### config.mk
export PLATFORM = sky130hd
export DESIGN_NAME = power_state_cfg_select
export DESIGN_NICKNAME = d
export VERILOG_FILES = /design/src/rtl/power_state_cfg_pkg.sv /design/src/rtl/rc_bin_if.sv /design/src/rtl/rc_bin_meter.sv /design/src/rtl/power_state_cfg_select.sv
export VERILOG_INCLUDE_DIRS = /design/src /design/src/rtl
export SDC_FILE = /design/constraint.sdc
export NUM_CORES = 1
export LEC_CHECK = 0
export BUFFER_PORTS_ARGS = -buffer_cell sky130_fd_sc_hd__buf_2
export CORE_MARGIN = 2
export CORE_UTILIZATION = 45
export DETAILED_ROUTE_END_ITERATION = 10
export SYNTH_ARGS = -nofsm -noshare
export SYNTH_HDL_FRONTEND = slang
export SYNTH_SLANG_ARGS = --single-unit
### constraint.sdc
create_clock -name sys_clk -period 4.62 [get_ports sys_clk]
set_clock_uncertainty 0.2 [all_clocks]
set_input_delay 0.693 -clock sys_clk [delete_from_list [all_inputs] [get_ports sys_clk]]
set_output_delay 0.693 -clock sys_clk [all_outputs]
set_load 0.005 [all_outputs]
### src/rtl/power_state_cfg_regs.svh
`ifndef POWER_STATE_CFG_REGS_SVH
`define POWER_STATE_CFG_REGS_SVH

// Timing of one select-pin measurement, in clock cycles except DISCHARGE_TIME_NS, which is in ns.
`define DISCHARGE_TIME_NS 1000
`define DISCHARGE_CYCLES (`DISCHARGE_TIME_NS / 10)
`define CHARGE_LIMIT_CYCLES 16'hFFFF
`define SYNC_CYCLES 16'h0002

// Reset value of the decoded configuration index, and the number of bins.
`define CFG_INDEX_RESET 8'h00
`define BIN_COUNT 16

`endif

### src/rtl/power_state_cfg_pkg.sv
package power_state_cfg_pkg;
   typedef enum logic [2:0]
   {
      PWR_RESET = 3'b000,
      PWR_MEASURE = 3'b001,
      PWR_WAIT_INSERT = 3'b010,
      PWR_SINK_DISCOVERY = 3'b011,
      PWR_ACTIVE = 3'b100
   } power_state_type;

   typedef enum logic [1:0]
   {
      MEAS_DISCHARGE = 2'b00,
      MEAS_CHARGE = 2'b01,
      MEAS_DONE = 2'b10
   } meas_state_type;
endpackage

### src/rtl/rc_bin_if.sv
`timescale 1ns/1ns
interface rc_bin_if;
   logic start;
   logic done;
   logic [3:0] bin;
   modport owner (output start, input done, input bin);
   modport meter (input start, output done, output bin);
endinterface

### src/rtl/rc_bin_meter.sv
`timescale 1ns/1ns
`include "power_state_cfg_regs.svh"
module rc_bin_meter
#(
   parameter logic [15:0] BIN_BOUNDS [15] = '{
      16'h0002, 16'h0004, 16'h0008, 16'h000C, 16'h0014, 16'h0020,
      16'h0040, 16'h0080, 16'h0100, 16'h0200, 16'h0400, 16'h0800,
      16'h1000, 16'h2000, 16'h4000}
)
(
   input wire logic sys_clk,
   input wire logic srst,
   input wire logic pinLevel,
   output logic pinOut,
   output logic pinOutEnable,
   rc_bin_if.meter ctl
);
   power_state_cfg_pkg::meas_state_type state;
   logic [15:0] count;
   logic syncA;
   logic syncB;

   // Same boundaries serve every select pin.
   function automatic logic [3:0] classify(input logic [15:0] t);
      logic [3:0] b;
      b = 4'h0;
      for (int i = 0; i < 15; i++)
      begin
         if (t >= BIN_BOUNDS[i])
         begin
            b = 4'(i + 1);
         end
      end
      return b;
   endfunction

   always_ff @(posedge sys_clk)
   begin
      syncA <= pinLevel;
      syncB <= syncA;
   end

   // Discharge the pin, release it, and time the rise into a bin.
   always_ff @(posedge sys_clk)
   begin
      if (srst || ctl.start)
      begin
         state <= power_state_cfg_pkg::MEAS_DISCHARGE;
         count <= 16'h0000;
         ctl.done <= 1'b0;
         ctl.bin <= 4'h0;
      end
      else
      begin
         case (state)
            power_state_cfg_pkg::MEAS_DISCHARGE:
            begin
               count <= count + 16'h0001;
               if (count == 16'(`DISCHARGE_CYCLES - 1))
               begin
                  count <= 16'h0000;
                  state <= power_state_cfg_pkg::MEAS_CHARGE;
               end
            end
            power_state_cfg_pkg::MEAS_CHARGE:
            begin
               if (syncB || count == `CHARGE_LIMIT_CYCLES)
               begin
                  // The synchroniser delay is taken off the rise time.
                  ctl.bin <= classify((count < `SYNC_CYCLES) ? 16'h0000
                     : count - `SYNC_CYCLES);
                  ctl.done <= 1'b1;
                  state <= power_state_cfg_pkg::MEAS_DONE;
               end
               else
               begin
                  count <= count + 16'h0001;
               end
            end
            power_state_cfg_pkg::MEAS_DONE:
            begin
               state <= power_state_cfg_pkg::MEAS_DONE;
            end
            default:
            begin
               state <= power_state_cfg_pkg::MEAS_DISCHARGE;
            end
         endcase
      end
   end

   assign pinOut = 1'b0;
   assign pinOutEnable = (state == power_state_cfg_pkg::MEAS_DISCHARGE);
endmodule

### src/rtl/power_state_cfg_select.sv
`timescale 1ns/1ns
`include "power_state_cfg_regs.svh"
module power_state_cfg_select
(
   input wire logic sys_clk,
   input wire logic srst,
   input wire logic chipResetN,
   input wire logic supplyAboveUpper,
   input wire logic supplyBelowLower,
   input wire logic config_select_pin_a_in,
   output logic config_select_pin_a_out,
   output logic config_select_pin_a_oe,
   input wire logic config_select_pin_b_in,
   output logic config_select_pin_b_out,
   output logic config_select_pin_b_oe,
   input wire logic cable_attach_sense,
   input wire logic plugInsertSense,
   input wire logic partnerConnected,
   input wire logic vbusPresent,
   output logic systemReset,
   output logic configValid,
   output logic [7:0] configIndex,
   output logic configReserved,
   output logic roleProvider,
   output logic receptacleStdA,
   output logic standby,
   output logic supplyEnable5v,
   output logic discoveryStart,
   output logic captiveCable,
   output logic currentLimit3a
);
   logic [1:0] resetSync;
   logic [1:0] upSync;
   logic [1:0] downSync;
   logic [1:0] attachSync;
   logic [1:0] insertSync;
   logic [1:0] partnerSync;
   logic [1:0] vbusSync;
   logic porActive;
   logic sysRst;
   logic measStarted;
   logic [3:0] binA;
   logic [3:0] binB;
   logic next_standby;
   power_state_cfg_pkg::power_state_type state;
   rc_bin_if chanA ();
   rc_bin_if chanB ();

   always_ff @(posedge sys_clk)
   begin
      resetSync <= {resetSync[0], chipResetN};
      upSync <= {upSync[0], supplyAboveUpper};
      downSync <= {downSync[0], supplyBelowLower};
      attachSync <= {attachSync[0], cable_attach_sense};
      insertSync <= {insertSync[0], plugInsertSense};
      partnerSync <= {partnerSync[0], partnerConnected};
      vbusSync <= {vbusSync[0], vbusPresent};
   end

   // Asserted below the lower threshold, released above the upper.
   always_ff @(posedge sys_clk)
   begin
      if (srst)
      begin
         porActive <= 1'b1;
      end
      else if (downSync[1])
      begin
         porActive <= 1'b1;
      end
      else if (upSync[1])
      begin
         porActive <= 1'b0;
      end
   end

   assign sysRst = srst || porActive || !resetSync[1];
   assign systemReset = sysRst;

   always_ff @(posedge sys_clk)
   begin
      if (sysRst)
      begin
         measStarted <= 1'b0;
      end
      else
      begin
         measStarted <= 1'b1;
      end
   end

   assign chanA.start = sysRst || !measStarted;
   assign chanB.start = sysRst || !measStarted;

   rc_bin_meter meterA
   (
      .sys_clk(sys_clk),
      .srst(srst),
      .pinLevel(config_select_pin_a_in),
      .pinOut(config_select_pin_a_out),
      .pinOutEnable(config_select_pin_a_oe),
      .ctl(chanA.meter)
   );

   rc_bin_meter meterB
   (
      .sys_clk(sys_clk),
      .srst(srst),
      .pinLevel(config_select_pin_b_in),
      .pinOut(config_select_pin_b_out),
      .pinOutEnable(config_select_pin_b_oe),
      .ctl(chanB.meter)
   );

   assign binA = chanA.bin;
   assign binB = chanB.bin;

   // Decodes the bin pair once and holds it until the next reset.
   always_ff @(posedge sys_clk)
   begin
      if (sysRst)
      begin
         configValid <= 1'b0;
         configIndex <= `CFG_INDEX_RESET;
         configReserved <= 1'b0;
         roleProvider <= 1'b0;
         receptacleStdA <= 1'b0;
      end
      else if (!configValid && chanA.done && chanB.done)
      begin
         configValid <= 1'b1;
         configIndex <= {binB, binA};
         // Pairs beyond the defined set are flagged, not trusted.
         configReserved <= (binB > 4'h1);
         roleProvider <= 1'b1;
         receptacleStdA <= 1'b1;
      end
   end

   always_ff @(posedge sys_clk)
   begin
      if (sysRst)
      begin
         captiveCable <= 1'b0;
         currentLimit3a <= 1'b0;
      end
      else
      begin
         captiveCable <= !attachSync[1] && !insertSync[1];
         currentLimit3a <= !attachSync[1] && !insertSync[1];
      end
   end

   always_ff @(posedge sys_clk)
   begin
      if (sysRst)
      begin
         state <= power_state_cfg_pkg::PWR_RESET;
      end
      else
      begin
         case (state)
            power_state_cfg_pkg::PWR_RESET:
            begin
               state <= power_state_cfg_pkg::PWR_MEASURE;
            end
            power_state_cfg_pkg::PWR_MEASURE:
            begin
               if (configValid && roleProvider)
               begin
                  state <= power_state_cfg_pkg::PWR_WAIT_INSERT;
               end
               else if (configValid)
               begin
                  state <= power_state_cfg_pkg::PWR_SINK_DISCOVERY;
               end
            end
            power_state_cfg_pkg::PWR_WAIT_INSERT:
            begin
               // Plug, partner or captive cable ends the low power wait.
               if (insertSync[1] || partnerSync[1] || captiveCable)
               begin
                  state <= power_state_cfg_pkg::PWR_ACTIVE;
               end
            end
            power_state_cfg_pkg::PWR_SINK_DISCOVERY:
            begin
               if (vbusSync[1])
               begin
                  state <= power_state_cfg_pkg::PWR_ACTIVE;
               end
            end
            power_state_cfg_pkg::PWR_ACTIVE:
            begin
               if (roleProvider && !insertSync[1] && !partnerSync[1]
                  && !captiveCable)
               begin
                  state <= power_state_cfg_pkg::PWR_WAIT_INSERT;
               end
               else if (!roleProvider && !vbusSync[1])
               begin
                  state <= power_state_cfg_pkg::PWR_SINK_DISCOVERY;
               end
            end
            default:
            begin
               state <= power_state_cfg_pkg::PWR_RESET;
            end
         endcase
      end
   end

   always_comb
   begin
      next_standby = (state == power_state_cfg_pkg::PWR_WAIT_INSERT)
         || (state == power_state_cfg_pkg::PWR_SINK_DISCOVERY);
   end

   always_ff @(posedge sys_clk)
   begin
      if (sysRst)
      begin
         standby <= 1'b0;
         supplyEnable5v <= 1'b0;
         discoveryStart <= 1'b0;
      end
      else
      begin
         standby <= next_standby;
         supplyEnable5v <= roleProvider
            && (state == power_state_cfg_pkg::PWR_ACTIVE);
         discoveryStart <= roleProvider && supplyEnable5v
            && (state == power_state_cfg_pkg::PWR_ACTIVE);
      end
   end
endmodule

; After elaboration in Yosys (flattened, before gate mapping)
; Index checks and enable logic that the tools add are counted.
[totals]
reg_bits = 83
inputBits = 11
output_inout_bits = 22
elab_cells = 179
[classes]
addsub = 4
magnitude_cmp = 33
n_eq_ne = 22
n_mux = 51
reduce_logical = 40
[ops]
columns = cell, count
row1 = 16-bit 2-to-1 mux, 6
row2 = "16-bit by 4-bit >= comparator with 1-bit output, second input constant", 4
row3 = 4-bit 2-to-1 mux, 16
row4 = 16-bit case mux with 2 select lines, 2
row5 = 3-bit 2-to-1 mux, 13
row6 = "16-bit by 1-bit adder with 16-bit output, second input constant", 2
row7 = "16-bit equality test, second input constant", 2
row8 = "16-bit by 7-bit equality test with 1-bit output, second input constant", 2
row9 = "16-bit by 10-bit >= comparator with 1-bit output, second input constant", 2
row10 = "16-bit by 11-bit >= comparator with 1-bit output, second input constant", 2
row11 = "16-bit by 12-bit >= comparator with 1-bit output, second input constant", 2
row12 = "16-bit by 13-bit >= comparator with 1-bit output, second input constant", 2
row13 = "16-bit by 14-bit >= comparator with 1-bit output, second input constant", 2
row14 = "16-bit by 15-bit >= comparator with 1-bit output, second input constant", 2
row15 = "16-bit by 2-bit >= comparator with 1-bit output, second input constant", 2
row16 = "16-bit by 3-bit >= comparator with 1-bit output, second input constant", 2
row17 = "16-bit by 5-bit >= comparator with 1-bit output, second input constant", 2
row18 = "16-bit by 6-bit >= comparator with 1-bit output, second input constant", 2
row19 = "16-bit by 7-bit >= comparator with 1-bit output, second input constant", 2
row20 = "16-bit by 8-bit >= comparator with 1-bit output, second input constant", 2
row21 = "16-bit by 9-bit >= comparator with 1-bit output, second input constant", 2
row22 = "16-bit by 2-bit less-than comparator with 1-bit output, second input constant", 2
row23 = "16-bit by 2-bit subtractor with 16-bit output, second input constant", 2
row24 = 2-bit 2-to-1 mux, 8
row25 = 21 further kinds, 65

; Logic depth before layout (Yosys ltp)
; Gate-level depths: netlist of run 1.
[logic_depth]
ltp_word = 18
depth_mapped = 10

; Modules after synthesis
; Synthesis of run 1 repeated with hierarchy kept, for this count alone.
[hier_totals]
hier_cells = 597
hier_area_um2 = 4763.3
[modules_own_cells]
columns = module, n_inst, cells_per_inst, area_each_um2
row1 = rc_bin_meter, 2, 250, 1868.0
row2 = power_state_cfg_select, 1, 97, 1027.2

; Worst setup path before layout of run 1
; No wires, ideal clock.
[synth_timing]
path_type = register to register
startpoint = register meterA.count[2]
endpoint = register meterA.ctl.bin[0]
setup_time_ps = 124
t_arrival_ps = 2405
setup_slack_ps = 1890
path_stages_with_launch = 10
path_buffers = 0
path_cell_list = dfxtp_1 inv_1 ha_1 nor3b_1 nand3b_1 a2111oi_0 a211o_1 a221oi_1 o211ai_1 a21oi_1
[synth_between]
elab_chain_len = 18
[synth_rtl]
columns = item, line
row1 = start: declaration, rc_bin_meter.sv:19  ; logic [15:0] count;
row2 = start signal: assignment, rc_bin_meter.sv:58  ; count <= count + 16'h0001;
row3 = start signal: assignment, rc_bin_meter.sv:77  ; count <= count + 16'h0001;
row4 = 16-bit by 2-bit subtractor with 16-bit output (no line) or 16-bit by 2-bit less-than comparator with 1-bit output (tied branches), n/a
row5 = 16-bit 2-to-1 mux (no line), n/a
row6 = 16-bit by 2-bit >= comparator with 1-bit output, rc_bin_meter.sv:29  ; if (t >= BIN_BOUNDS[i])
row7 = 1-bit 2-to-1 mux, rc_bin_meter.sv:29
row8 = 2-bit 2-to-1 mux (2 in series), rc_bin_meter.sv:29
row9 = 3-bit 2-to-1 mux (4 in series), rc_bin_meter.sv:29
row10 = 4-bit 2-to-1 mux (8 in series), rc_bin_meter.sv:29
row11 = end signal: assignment, rc_bin_meter.sv:70  ; ctl.bin <= classify((count < `SYNC_CYCLES) ? 16'h0000
row12 = end: declaration, rc_bin_if.sv:7  ; modport meter (input start, output done, output bin);
; Several ways; a longest one is shown, not always the timed one.
; A chain may end at the register's enable or synchronous reset.

; Worst setup path after layout of run 1
; Same ends and word-level chain as after synthesis.

==> metrics.yaml, run 1 <==
layout:
  final_nets: 620
  layout-drive-gt1-share_pct: 10.8
  num-fill-cells: 1050
  multi_input_area_um2: 2740
  instances_no_fill: 740
  n_antenna_cell: 0
  seq_area_um2: 1660
  syn2layout_area_growth_pct: 6.60
synthesis:
  async_reset_ff_share_pct: 0
  ys_ff_latch: 83
  synth_edf_count: 0
  ys_seq_area_share_pct: 35.5
  synth_top_cell_area_share_pct: 35.5
  ys_types: 70
  synthCells: 601
  synth_warnings: 0
  synth_top_area_cell: "dfxtp_1"
  synth.area.top_cells: "dfxtp_1 35%, nor2_1 6.5%, nand2_1 4.6%"
  avgSynthCellArea_um2: 7.80
  synth_ff_type: "dfxtp_1"
  synth_area_um2: 4690
pwr:
  p_int_uw: 928
  power.leakage_uw: 0.00182
  p_sw_share_pct: 23.8
  power_frac_clock_pct: 39.5
  ir_drop_mv: 0.264
  switching_power_uw: 289
  seqPwrFrac_pct: 59.7
  comb_power_share_pct: 0.8
  power.density_nw_per_um2: 244
floorplanning:
  num_rows: 37
  start_util_pct: 45.8
  fp.coreArea_um2: 10200
  io_pins: 33
  die_w_um: 106
  dieArea_um2: 11200
  fp.dieH_um: 106
global_routing:
  grt_pass1_wl_um: 18600
  grt_pass1_vias: 3914
  overflow: 0
  grt_max_degree: 21
  grt_antenna_before_repair: 0
  grt_use_total_pct: 20.5
placed_design:
  numPlacedInstances: 724
  io_buffers: 30
  place_hpwl_um: 7790
  place.gp.congestion: 0.879
routing:
  wl_um: 10800
  drt_iter0_drc: 226
  wire_per_inst_um: 14.6
  route.detailed.drc: 0
  vias: 4202
  drtPass1Iterations: 4
  postRouteAntennaNets: 0
  via_per_inst: 5.68
timing:
  rsz0062_at_grt: "false"
  fmax_mhz: 286
  worst_pin_slew_ps: 851
  tns_ps: 0
  hold_viol: 0
  slew_violations: 0
  finalCriticalPeriod_ps: 3490
  setup_viol: 0
  period_share_pct: 75.6
  max_slew_margin_pct: 42.9
clocking:
  root_buffer: "clkbuf_8"
  clkTransAtPathRegs_ps: 90
  insertion_delay_ps: 380
  cts_buffers: 9
  cts_tree: "done"
  cts_sinks: 83
  cts_htree_levels: 3
  cts_setup_buffers: 0
  cts_resized: 0
  clock_path_buffers: 2
  ctsHoldBuffers: 0
worst_setup_path:
  slowest_delay_ps: 780
  end_kind: "flip-flop"
  cp_cell_sequence: "inv_1 -> ha_1 -> nor3b_1 -> nand3b_1 -> a2111oi_0 -> a211o_1 -> a221oi_1 -> o211ai_1 -> a21oi_1"
  arrival_ps: 3550
  crit_path_start_kind: "flip-flop"
  crit_slowest_cell: "a2111oi_0"
  crit_fanout: 13
  critPathRequiredTime_ps: 4680
  crit_type: "reg2reg"
outcome:
  run_status: "complete, no violations"
worst_hold_path:
  hold_path.class: "reg2reg"
run:
  max_cap_viol_count: 0
-- cell usage in the layout, fill, tap and decap left out, types with 3 or more instances in the layout --
master	instances
nand2_1	57
or4_1	4
o2111ai_1	4
clkbuf_8	9
nor3_1	18
o31a_1	4
ha_1	10
xor2_1	10
xnor2_1	24
nor4_1	10
a21oi_1	34
o31ai_1	6
o21ai_0	37
buf_2	30
nor2b_1	4
a211o_1	3
o211a_1	4
nor3b_1	9
or3_1	10
nor2_1	81
nand3_1	14
or4_4	3
o211ai_1	5
clkinvlp_4	3
mux2i_1	6
o22ai_1	3
nand4_1	11
nand2b_1	10
buf_4	3
dfxtp_1	83
a211oi_1	4
and3_1	4
inv_1	21
or2_2	4
a2111oi_0	3
a31oi_1	9
-- synthesized netlist by cell type (3+ instances only) --
cell type and n:
a2111oi_0 3, a211o_1 3, a211oi_1 4, a21oi_1 34, a31oi_1 9, and3_1 4
buf_2 3, buf_4 5, clkbuf_1 35, dfxtp_1 83, ha_1 10, inv_1 21
mux2i_1 6, nand2_1 57, nand2b_1 10, nand3_1 14, nand4_1 11, nor2_1 81
nor2b_1 4, nor3_1 18, nor3b_1 9, nor4_1 10, o2111ai_1 4, o211a_1 4
o211ai_1 5, o21ai_0 37, o22ai_1 3, o31a_1 4, o31ai_1 6, or2_2 4
or3_1 10, or4_1 4, or4_4 3, xnor2_1 24, xor2_1 10
-- metal layers --
metal	routed length (um)	vias to the layer above	GRT usage (%)
li1	-	2135	-
met3	410	13	5.09
met5	0	-	0
met1	5110	1971	26.1
met2	5100	83	33.7
met4	153	0	7.42
-- stage by stage --
step                      total power (uW)  area (um2)  hold slack (ps)  worst slack, ps  utilization, %
after floorplan                        749        4690              110             1890               -
after global placement                 753        4820              110             1330            47.1
after detailed placement               754        4820              114             1230            47.1
after CTS                             1240        4990              134             1220            48.8
after global routing                  1270        4990              136              566            48.8
final                                 1220        4990              131             1130            48.8
-- logic make-up after synthesis --
logic type / Yosys count / share of synthesized area [%]
XOR/XNOR: 34 / 6.36
adder cells (fa/ha/maj): 10 / 2.67
flip-flops: 83 / 35.5
AND/OR/NAND/NOR: 253 / 26.9
AO/OA/AOI/OAI: 144 / 20.5
buffers and inverters: 68 / 6.25
multiplexers: 8 / 1.76
other: 1 / 0.0800
-- power by group through the flow --
| stage | clock, uW | combinational [uW] | sequential (uW) |
|---|---|---|---|
| floorplan | 0 | 6.05 | 743 |
| global placement | 0 | 9.19 | 744 |
| detailed placement | 0 | 9.53 | 744 |
| CTS | 502 | 9.57 | 727 |
| global route | 529 | 10.8 | 728 |
| finish | 481 | 9.41 | 727 |
-- registers in the layout, indices dropped and copies added (netlist names), 2 cells and up --
signal and cells:
resetSync 2, attachSync 2, meterB.state 2, meterB.ctl.bin 4, downSync 2, insertSync 2, upSync 2, state 3
vbusSync 2, meterA.state 2, meterA.ctl.bin 4, meterB.count 16, partnerSync 2, configIndex 8, meterA.count 16
-- worst max-delay path, delay by kind of cell, from the launching register on --
kind	cells	cell delay, ps
fa+ha+maj	1	410
compound gates	5	1370
flops	1	380
buf+inv	1	160
simple gates	2	850
-- path summary, 6_finish.rpt --
kind,depth (start not counted),endpoint,slack [ps],from
setup / recovery,9,meterA.ctl.bin[0]$_SDFFE_PP0P_,1130,meterA.count[2]$_SDFFE_PP0P_
hold / removal,0,vbusSync[1]$_DFF_P_,130,vbusSync[0]$_DFF_P_
setup reg to reg,9,meterA.ctl.bin[0]$_SDFFE_PP0P_,1130,meterA.count[2]$_SDFFE_PP0P_
hold reg to reg,0,vbusSync[1]$_DFF_P_,130,vbusSync[0]$_DFF_P_
-- area by class of cell --
type / instances / share of cell area [%]
well taps: 136 / 3.41
inverters: 21 / 1.58
flip-flops and latches: 83 / 33.3
clock buffers: 10 / 2.56
repair buffers: 33 / 3.46
multi-input cells: 451 / 54.8
clock inverters: 6 / 0.977
Note: power is estimated with default switching activity, not from simulation.
==> run 2: changes to the inputs <==
ABC_AREA = 1   (was default)
clock period = 2.83 ns   (was 4.62 ns; I/O delays follow)
==> metrics.yaml, run 2 <==
outcome:
  run_status: "complete, no violations"
synthesis:
  synth_ff_type: "dfxtp_1"
  synth_warnings: 0  # unchanged
  synth_most_common_cell: "nand2_1"
  synth_top_area_cell: "dfxtp_1"
  async_reset_ff_share_pct: 0  # unchanged
  synth.area.top_cells: "dfxtp_1 36%, nand2_1 12%, inv_1 6.6%"
  synth_area_um2: 4580  # -2.3%
  synthAdderAreaFrac_pct: 2.73  # +0.064 points
  synthCells: 666  # +11%
  synth_compound_area_share_pct: 13.9  # -6.6 points
  synth_top_family_by_area: "simple AND/OR/NAND/NOR gates"
  ys_seq_area_share_pct: 36.3  # +0.84 points
  ys_types: 45  # -36%
  yosys.area_share.simple_pct: 36.4  # +9.5 points
  synth_common_cells: "143 x nand2_1, 83 x dfxtp_1, 80 x inv_1"
  synth_edf_count: 0  # unchanged
  synth_mux_area_share_pct: 0  # -1.8 points
  ys_ff_latch: 83  # unchanged
  avgSynthCellArea_um2: 6.87  # -12%
  synth_top_cell_area_share_pct: 36.3  # +0.84 points
  synthXorXnorAreaFrac_pct: 0.957  # -5.4 points
timing:
  hold_viol: 0  # unchanged
  rsz0062_at_grt: "true"
  finalCriticalPeriod_ps: 2550  # -941 ps
  worst_pin_slew_ps: 503  # -347 ps
  period_share_pct: 90.1  # +15 points
  finalWorstSetupSlack_ps: 279  # -849 ps
  fmax_mhz: 392  # +37%
  max_slew_margin_pct: 66.1  # +23 points
  slew_violations: 0  # unchanged
  setup_viol: 0  # unchanged
floorplanning:
  io_pins: 33  # unchanged
  fp.coreArea_um2: 9820  # -4.0%
  start_util_pct: 46.6  # +0.81 points
  fp.dieH_um: 105  # -1.1%
  die_w_um: 105  # -1.1%
  dieArea_um2: 11000  # -2.2%
  num_rows: 36  # -2.7%
worst_setup_path:
  end_kind: "flip-flop"
  cp_cell_sequence: "ha_1 -> nand2_1 -> nor3_2 -> nand3_2 -> nor2_2 -> nor2_2 -> nand2_1 -> o21ai_2 -> inv_2 -> nor2_2 -> nand2_1 -> nor2_2 -> inv_2 -> nor4_4 -> nand2_2 -> o21ai_1 -> nor3b_2"
  critPathTopFamily: "simple AND/OR/NAND/NOR gates"
  crit_path_start_kind: "flip-flop"
  arrival_ps: 2660  # -890 ps
  critPathRequiredTime_ps: 2930  # -1750 ps
  cpMostUsedCell: "nor2_2"
  cp_num_buf_inv: 2  # +1
  slowest_delay_ps: 350  # -430 ps
  crit_type: "reg2reg"
  crit_fanout: 5  # -8
  crit_slowest_cell: "dfxtp_1"
pwr:
  p_int_uw: 1530  # +65%
  total_power_uw: 2010  # +65%
  p_sw_share_pct: 23.8  # +0.058 points
  switching_power_uw: 478  # +65%
  ir_drop_mv: 0.303  # +15%
  power.density_nw_per_um2: 382  # +57%
  power_frac_clock_pct: 39.5  # about the same
  seqPwrFrac_pct: 59.1  # -0.6 points
  comb_power_share_pct: 1.3  # +0.5 points
  power.leakage_uw: 0.00238  # +31%
clocking:
  cts_htree_levels: 3  # unchanged
  clock_path_buffers: 2  # unchanged
  cts_tree: "done"
  insertion_delay_ps: 360  # -20 ps
  root_buffer: "clkbuf_8"
  cts_sinks: 83  # unchanged
  clkTransAtPathRegs_ps: 90  # about the same
  cts_buffers: 9  # unchanged
layout:
  syn2layout_area_growth_pct: 14.7
  final_nets: 740  # +19%
  seq_area_um2: 1670  # +0.38%
  utilization_pct: 53.5  # +4.7 points
  layout-drive-gt1-share_pct: 19.8  # +9.0 points
  multi_input_area_um2: 2540  # -7.1%
  largestRegisters: "meterA.count: 16 flops, meterB.count: 16 flops, configIndex: 8 flops"
  final_common_cell: "nand2_1"
  final_cell_mix: "141 x nand2_1, 79 x inv_1, 78 x dfxtp_1, 74 x nor2_1, 43 x o21ai_0"
  num-fill-cells: 1023  # -2.6%
  n_antenna_cell: 0  # unchanged
routing:
  drt_iter0_drc: 143  # -37%
  vias: 4352  # +3.6%
  drtPass1Iterations: 4  # unchanged
  wire_per_inst_um: 12.8  # -12%
  via_per_inst: 5.08  # -11%
  postRouteAntennaNets: 0  # unchanged
  wl_um: 10900  # +1.5%
  route.detailed.drc: 0  # unchanged
run:
  max_cap_viol_count: 0  # unchanged
global_routing:
  grt_antenna_before_repair: 0  # unchanged
  overflow: 0  # unchanged
  grt_pass1_vias: 4130  # +5.5%
  grt_pass1_wl_um: 18800  # +1.4%
  grt_max_degree: 17  # -19%
  grt_use_total_pct: 20.7  # +0.23 points
worst_hold_path:
  hold_path.class: "in2reg"
placed_design:
  pre_cts_ws_ps: 79.7  # -1150 ps
  io_buffers: 30  # unchanged
  place_hpwl_um: 8620  # +11%
  place.gp.congestion: 0.951  # +8.3%
[run 2: changes by cell type after synthesis, moves of 18 or more]
cell	delta
clkbuf_1	-32
inv_1	+59
nand2_1	+86
nand3_1	+24
nor2_2	+18
xnor2_1	-23
[run 2: cell type report]
cell class / instances / area share (%)
inverter: 90 / 6.48
sequential: 83 / 31.8
multi-input combinational: 480 / 48.4
clock inverter: 6 / 0.929
tap: 133 / 3.17
clock buffer: 10 / 2.43
timing repair buffer: 55 / 6.86
[run 2: power groups by stage]
stage / combinational (uW) / clock [uW] / sequential [uW]
after floorplan: 9.55 / 0 / 1210
after global placement: 17.0 / 0 / 1210
after detailed placement: 17.5 / 0 / 1210
after CTS: 27.0 / 822 / 1190
after global routing: 30.4 / 859 / 1190
final: 26.9 / 793 / 1190
[run 2: worst paths after layout]
check / slack (ps) / startpoint / depth (start not counted) / end
min reg2reg: 130 / resetSync[0]$_DFF_P_ / 0 / resetSync[1]$_DFF_P_
max reg2reg: 280 / meterA.count[0]$_SDFFE_PP0P_ / 17 / meterA.count[13]$_SDFFE_PP0P_
max: 280 / meterA.count[0]$_SDFFE_PP0P_ / 17 / meterA.count[13]$_SDFFE_PP0P_
min: 60 / srst / 3 / porActive$_SDFFE_PP1P_
[run 2: cell families (layout without fill, tap and decap cells)]
family	Yosys count	after routing
buf+inv	104	161
compound gates	112	112
other cells	1	2
flops	83	83
simple gates	351	351
xor+xnor	5	5
fa+ha+maj	10	10
[run 2: per-layer routing]
layer  wire length [um]  global-route usage (%)  vias to the layer above
met5                  0                       0                        -
li1                   -                       -                     2267
met3                331                    4.68                       26
met1               5110                    25.5                     1985
met2               5200                    34.5                       74
met4                304                    9.24                        0
[run 2: stage by stage]
| stage | TNS (ps) | hold WS (ps) | cell area [um2] | instances |
|---|---|---|---|---|
| global route | -28.4 | 83.0 | 5250 | 857 |
| detailed placement | 0 | 112 | 4890 | 829 |
| finish | 0 | 59.2 | 5250 | 857 |
| floorplan | 0 | 110 | 4580 | 667 |
| global placement | 0 | 110 | 4890 | 829 |
| CTS | 0 | 49.2 | 5160 | 854 |
[run 2: tightest hold or removal path, delay by kind of cell]
| kind | cells | cell delay (ps) |
|---|---|---|
| buf+inv | 1 | 90 |
| compound gates | 1 | 50 |
| simple gates | 1 | 40 |
[run 2: repair_timing]
action,CTS,global route
setup endpoints to repair,0,5
buffers inserted,0,3
endpoints found under the hold margin,9,0
resized for setup,0,20
hold buffers,9,0
==> run 3: changes to the inputs <==
CTS_BUF_LIST = sky130_fd_sc_hd__clkbuf_16   (was default)
==> metrics.yaml, run 3 (same netlist as run 2, synthesis figures left out) <==
outcome:
  run_status: "complete, no violations"
routing:
  via_per_inst: 5.13  # +1.0%
  wl_um: 11000  # +0.46%
  vias: 4391  # +0.90%
  route.detailed.drc: 0  # unchanged
  postRouteAntennaNets: 0  # unchanged
  drt_iter0_drc: 166  # +16%
  drtPass1Iterations: 4  # unchanged
  wire_per_inst_um: 12.8  # +0.57%
global_routing:
  grt_pass1_wl_um: 18900  # +0.37%
  overflow: 0  # unchanged
  grt_use_total_pct: 20.8  # +0.10 points
  grt_antenna_before_repair: 0  # unchanged
  grt_max_degree: 17  # unchanged
  grt_use_met3_pct: 3.74  # -0.94 points
  top_usage_layer: "met2"
  grt_pass1_vias: 4130  # unchanged
  grt_util_met2_pct: 34.6  # +0.093 points
  use_met1_pct: 25.6  # +0.11 points
timing:
  finalWorstSetupSlack_ps: 278  # -0.933 ps
  period_share_pct: 90.2  # about the same
  finalCriticalPeriod_ps: 2550  # +0.933 ps
  setup_viol: 0  # unchanged
  rsz0062_at_grt: "true"
  fmax_mhz: 392  # about the same
  max_slew_margin_pct: 66.4  # +0.32 points
  slew_violations: 0  # unchanged
  worst_pin_slew_ps: 499  # -4.75 ps
  whs_ps: 19.4  # -39.8 ps
  hold_viol: 0  # unchanged
run:
  max_cap_viol_count: 0  # unchanged
layout:
  final_cell_mix: "141 x nand2_1, 81 x inv_1, 79 x dfxtp_1, 74 x nor2_1, 43 x o21ai_0"
  layout-drive-gt1-share_pct: 19.5  # -0.25 points
  final_nets: 739  # -0.14%
  final_common_cell: "nand2_1"
  syn2layout_area_growth_pct: 16.7
  largestRegisters: "meterA.count: 16 flops, meterB.count: 16 flops, configIndex: 8 flops"
  n_antenna_cell: 0  # unchanged
placed_design:
  place_hpwl_um: 8620  # unchanged
  pre_cts_ws_ps: 79.7  # unchanged
  io_buffers: 30  # unchanged
  place.gp.congestion: 0.951  # unchanged
pwr:
  ir_drop_mv: 0.343  # +13%
  power.leakage_uw: 0.00243  # +1.9%
  power.density_nw_per_um2: 433  # +13%
worst_setup_path:
  crit_path_start_kind: "flip-flop"
  r2r_cells: 17  # unchanged
  end_kind: "flip-flop"
  r2r-end: "meterA.count[13]$_SDFFE_PP0P_"
  arrival_ps: 2630  # -30 ps
  r2r-start: "meterA.count[0]$_SDFFE_PP0P_"
  crit_fanout: 5  # unchanged
  critPathRequiredTime_ps: 2910  # -20 ps
  reg2reg_slack_ps: 280  # about the same
  endpoint: "meterA.count[13]$_SDFFE_PP0P_"
  startpoint: "meterA.count[0]$_SDFFE_PP0P_"
  crit_type: "reg2reg"
floorplanning:
  fp.coreArea_um2: 9820  # unchanged
  start_util_pct: 46.6  # unchanged
  num_rows: 36  # unchanged
  fp.dieH_um: 105  # unchanged
  io_pins: 33  # unchanged
  dieArea_um2: 11000  # unchanged
  die_w_um: 105  # unchanged
clocking:
  clock_path_buffers: 2  # unchanged
  clkTransAtPathRegs_ps: 60  # -30 ps
  cts_buffers: 9  # unchanged
  root_buffer: "clkbuf_16"
  cts_tree: "done"
  insertion_delay_ps: 340  # -20 ps
  cts_htree_levels: 3  # unchanged
  cts_sinks: 83  # unchanged
worst_hold_path:
  hold_path.class: "in2reg"
run 3: changes by cell type in the layout (fill, tap and decap cells not counted):
cell,previous run,this run
clkbuf_16,0,9
clkbuf_8,9,0
inv_1,79,81
clkbuf_1,1,0
dfxtp_1,78,79
dfxtp_2,5,4
dlygate4sd3_1,9,8
inv_2,10,9
run 3: power breakdown:
group,switching [uW],internal (uW),total (uW)
clock,497,602,1100
combinational,10.1,15.8,25.9
sequential,4.42,1180,1190
total,512,1800,2310
run 3: layer usage:
| metal | wire length [um] | part of all wire (%) |
|---|---|---|
| met5 | 0 | 0 |
| met4 | 311 | 2.8 |
| met3 | 403 | 3.7 |
| met2 | 5300 | 48 |
| met1 | 4980 | 45 |
run 3: worst min-delay path by stage:
stage	slack [ps]	depth (start not counted)	from	end
final	20	1	config_select_pin_a_in	meterA.syncA$_DFF_P_
after global routing	10	1	config_select_pin_a_in	meterA.syncA$_DFF_P_
after floorplan	110	0	attachSync[0]$_DFF_P_	attachSync[1]$_DFF_P_
after global placement	110	0	upSync[0]$_DFF_P_	upSync[1]$_DFF_P_
after detailed placement	110	0	downSync[0]$_DFF_P_	downSync[1]$_DFF_P_
after CTS	6	1	config_select_pin_a_in	meterA.syncA$_DFF_P_
run 3: what timing repair did:
item	4_1_cts	5_1_grt
setup endpoints to repair	0	5
setup buffers	0	3
hold buffers	8	0
hold endpoints to repair	8	0
resized for setup	0	18
run 3: layout make-up:
cell class | instances | area [um2]
Fill cell | 1002 | 4480
Multi-Input combinational cell | 480 | 2540
Sequential cell | 83 | 1670
Timing Repair Buffer | 54 | 350
Inverter | 90 | 340
Clock buffer | 9 | 225
Tap cell | 133 | 166
Clock inverter | 7 | 52.6
run 3: critical path: stages, from the launching register on:
cell     delay [ps]
dfxtp_1         340
ha_1            240
nand2_1         130
nor3_2           70
nand3_2          90
nor2_2           60
nor2_2           90
nand2_1          80
o21ai_2          90
inv_2           100
nor2_2          110
nand2_1         100
nor2_2          130
inv_2            80
nor4_4          180
nand2_2         120
o21ai_1         120
nor3b_2         150
run 3: per-stage QoR:
step           cell area, um2  total power (uW)  setup TNS [ps]  cells  util (%)
2_1_floorplan            4580              1220               0    667         -
3_3_place_gp             4890              1230               0    829      49.8
3_5_place_dp             4890              1230               0    829      49.8
6_report                 5340              2310               0    856      54.4
5_1_grt                  5340              2390           -29.2    856      54.4
4_1_cts                  5250              2340               0    853      53.5
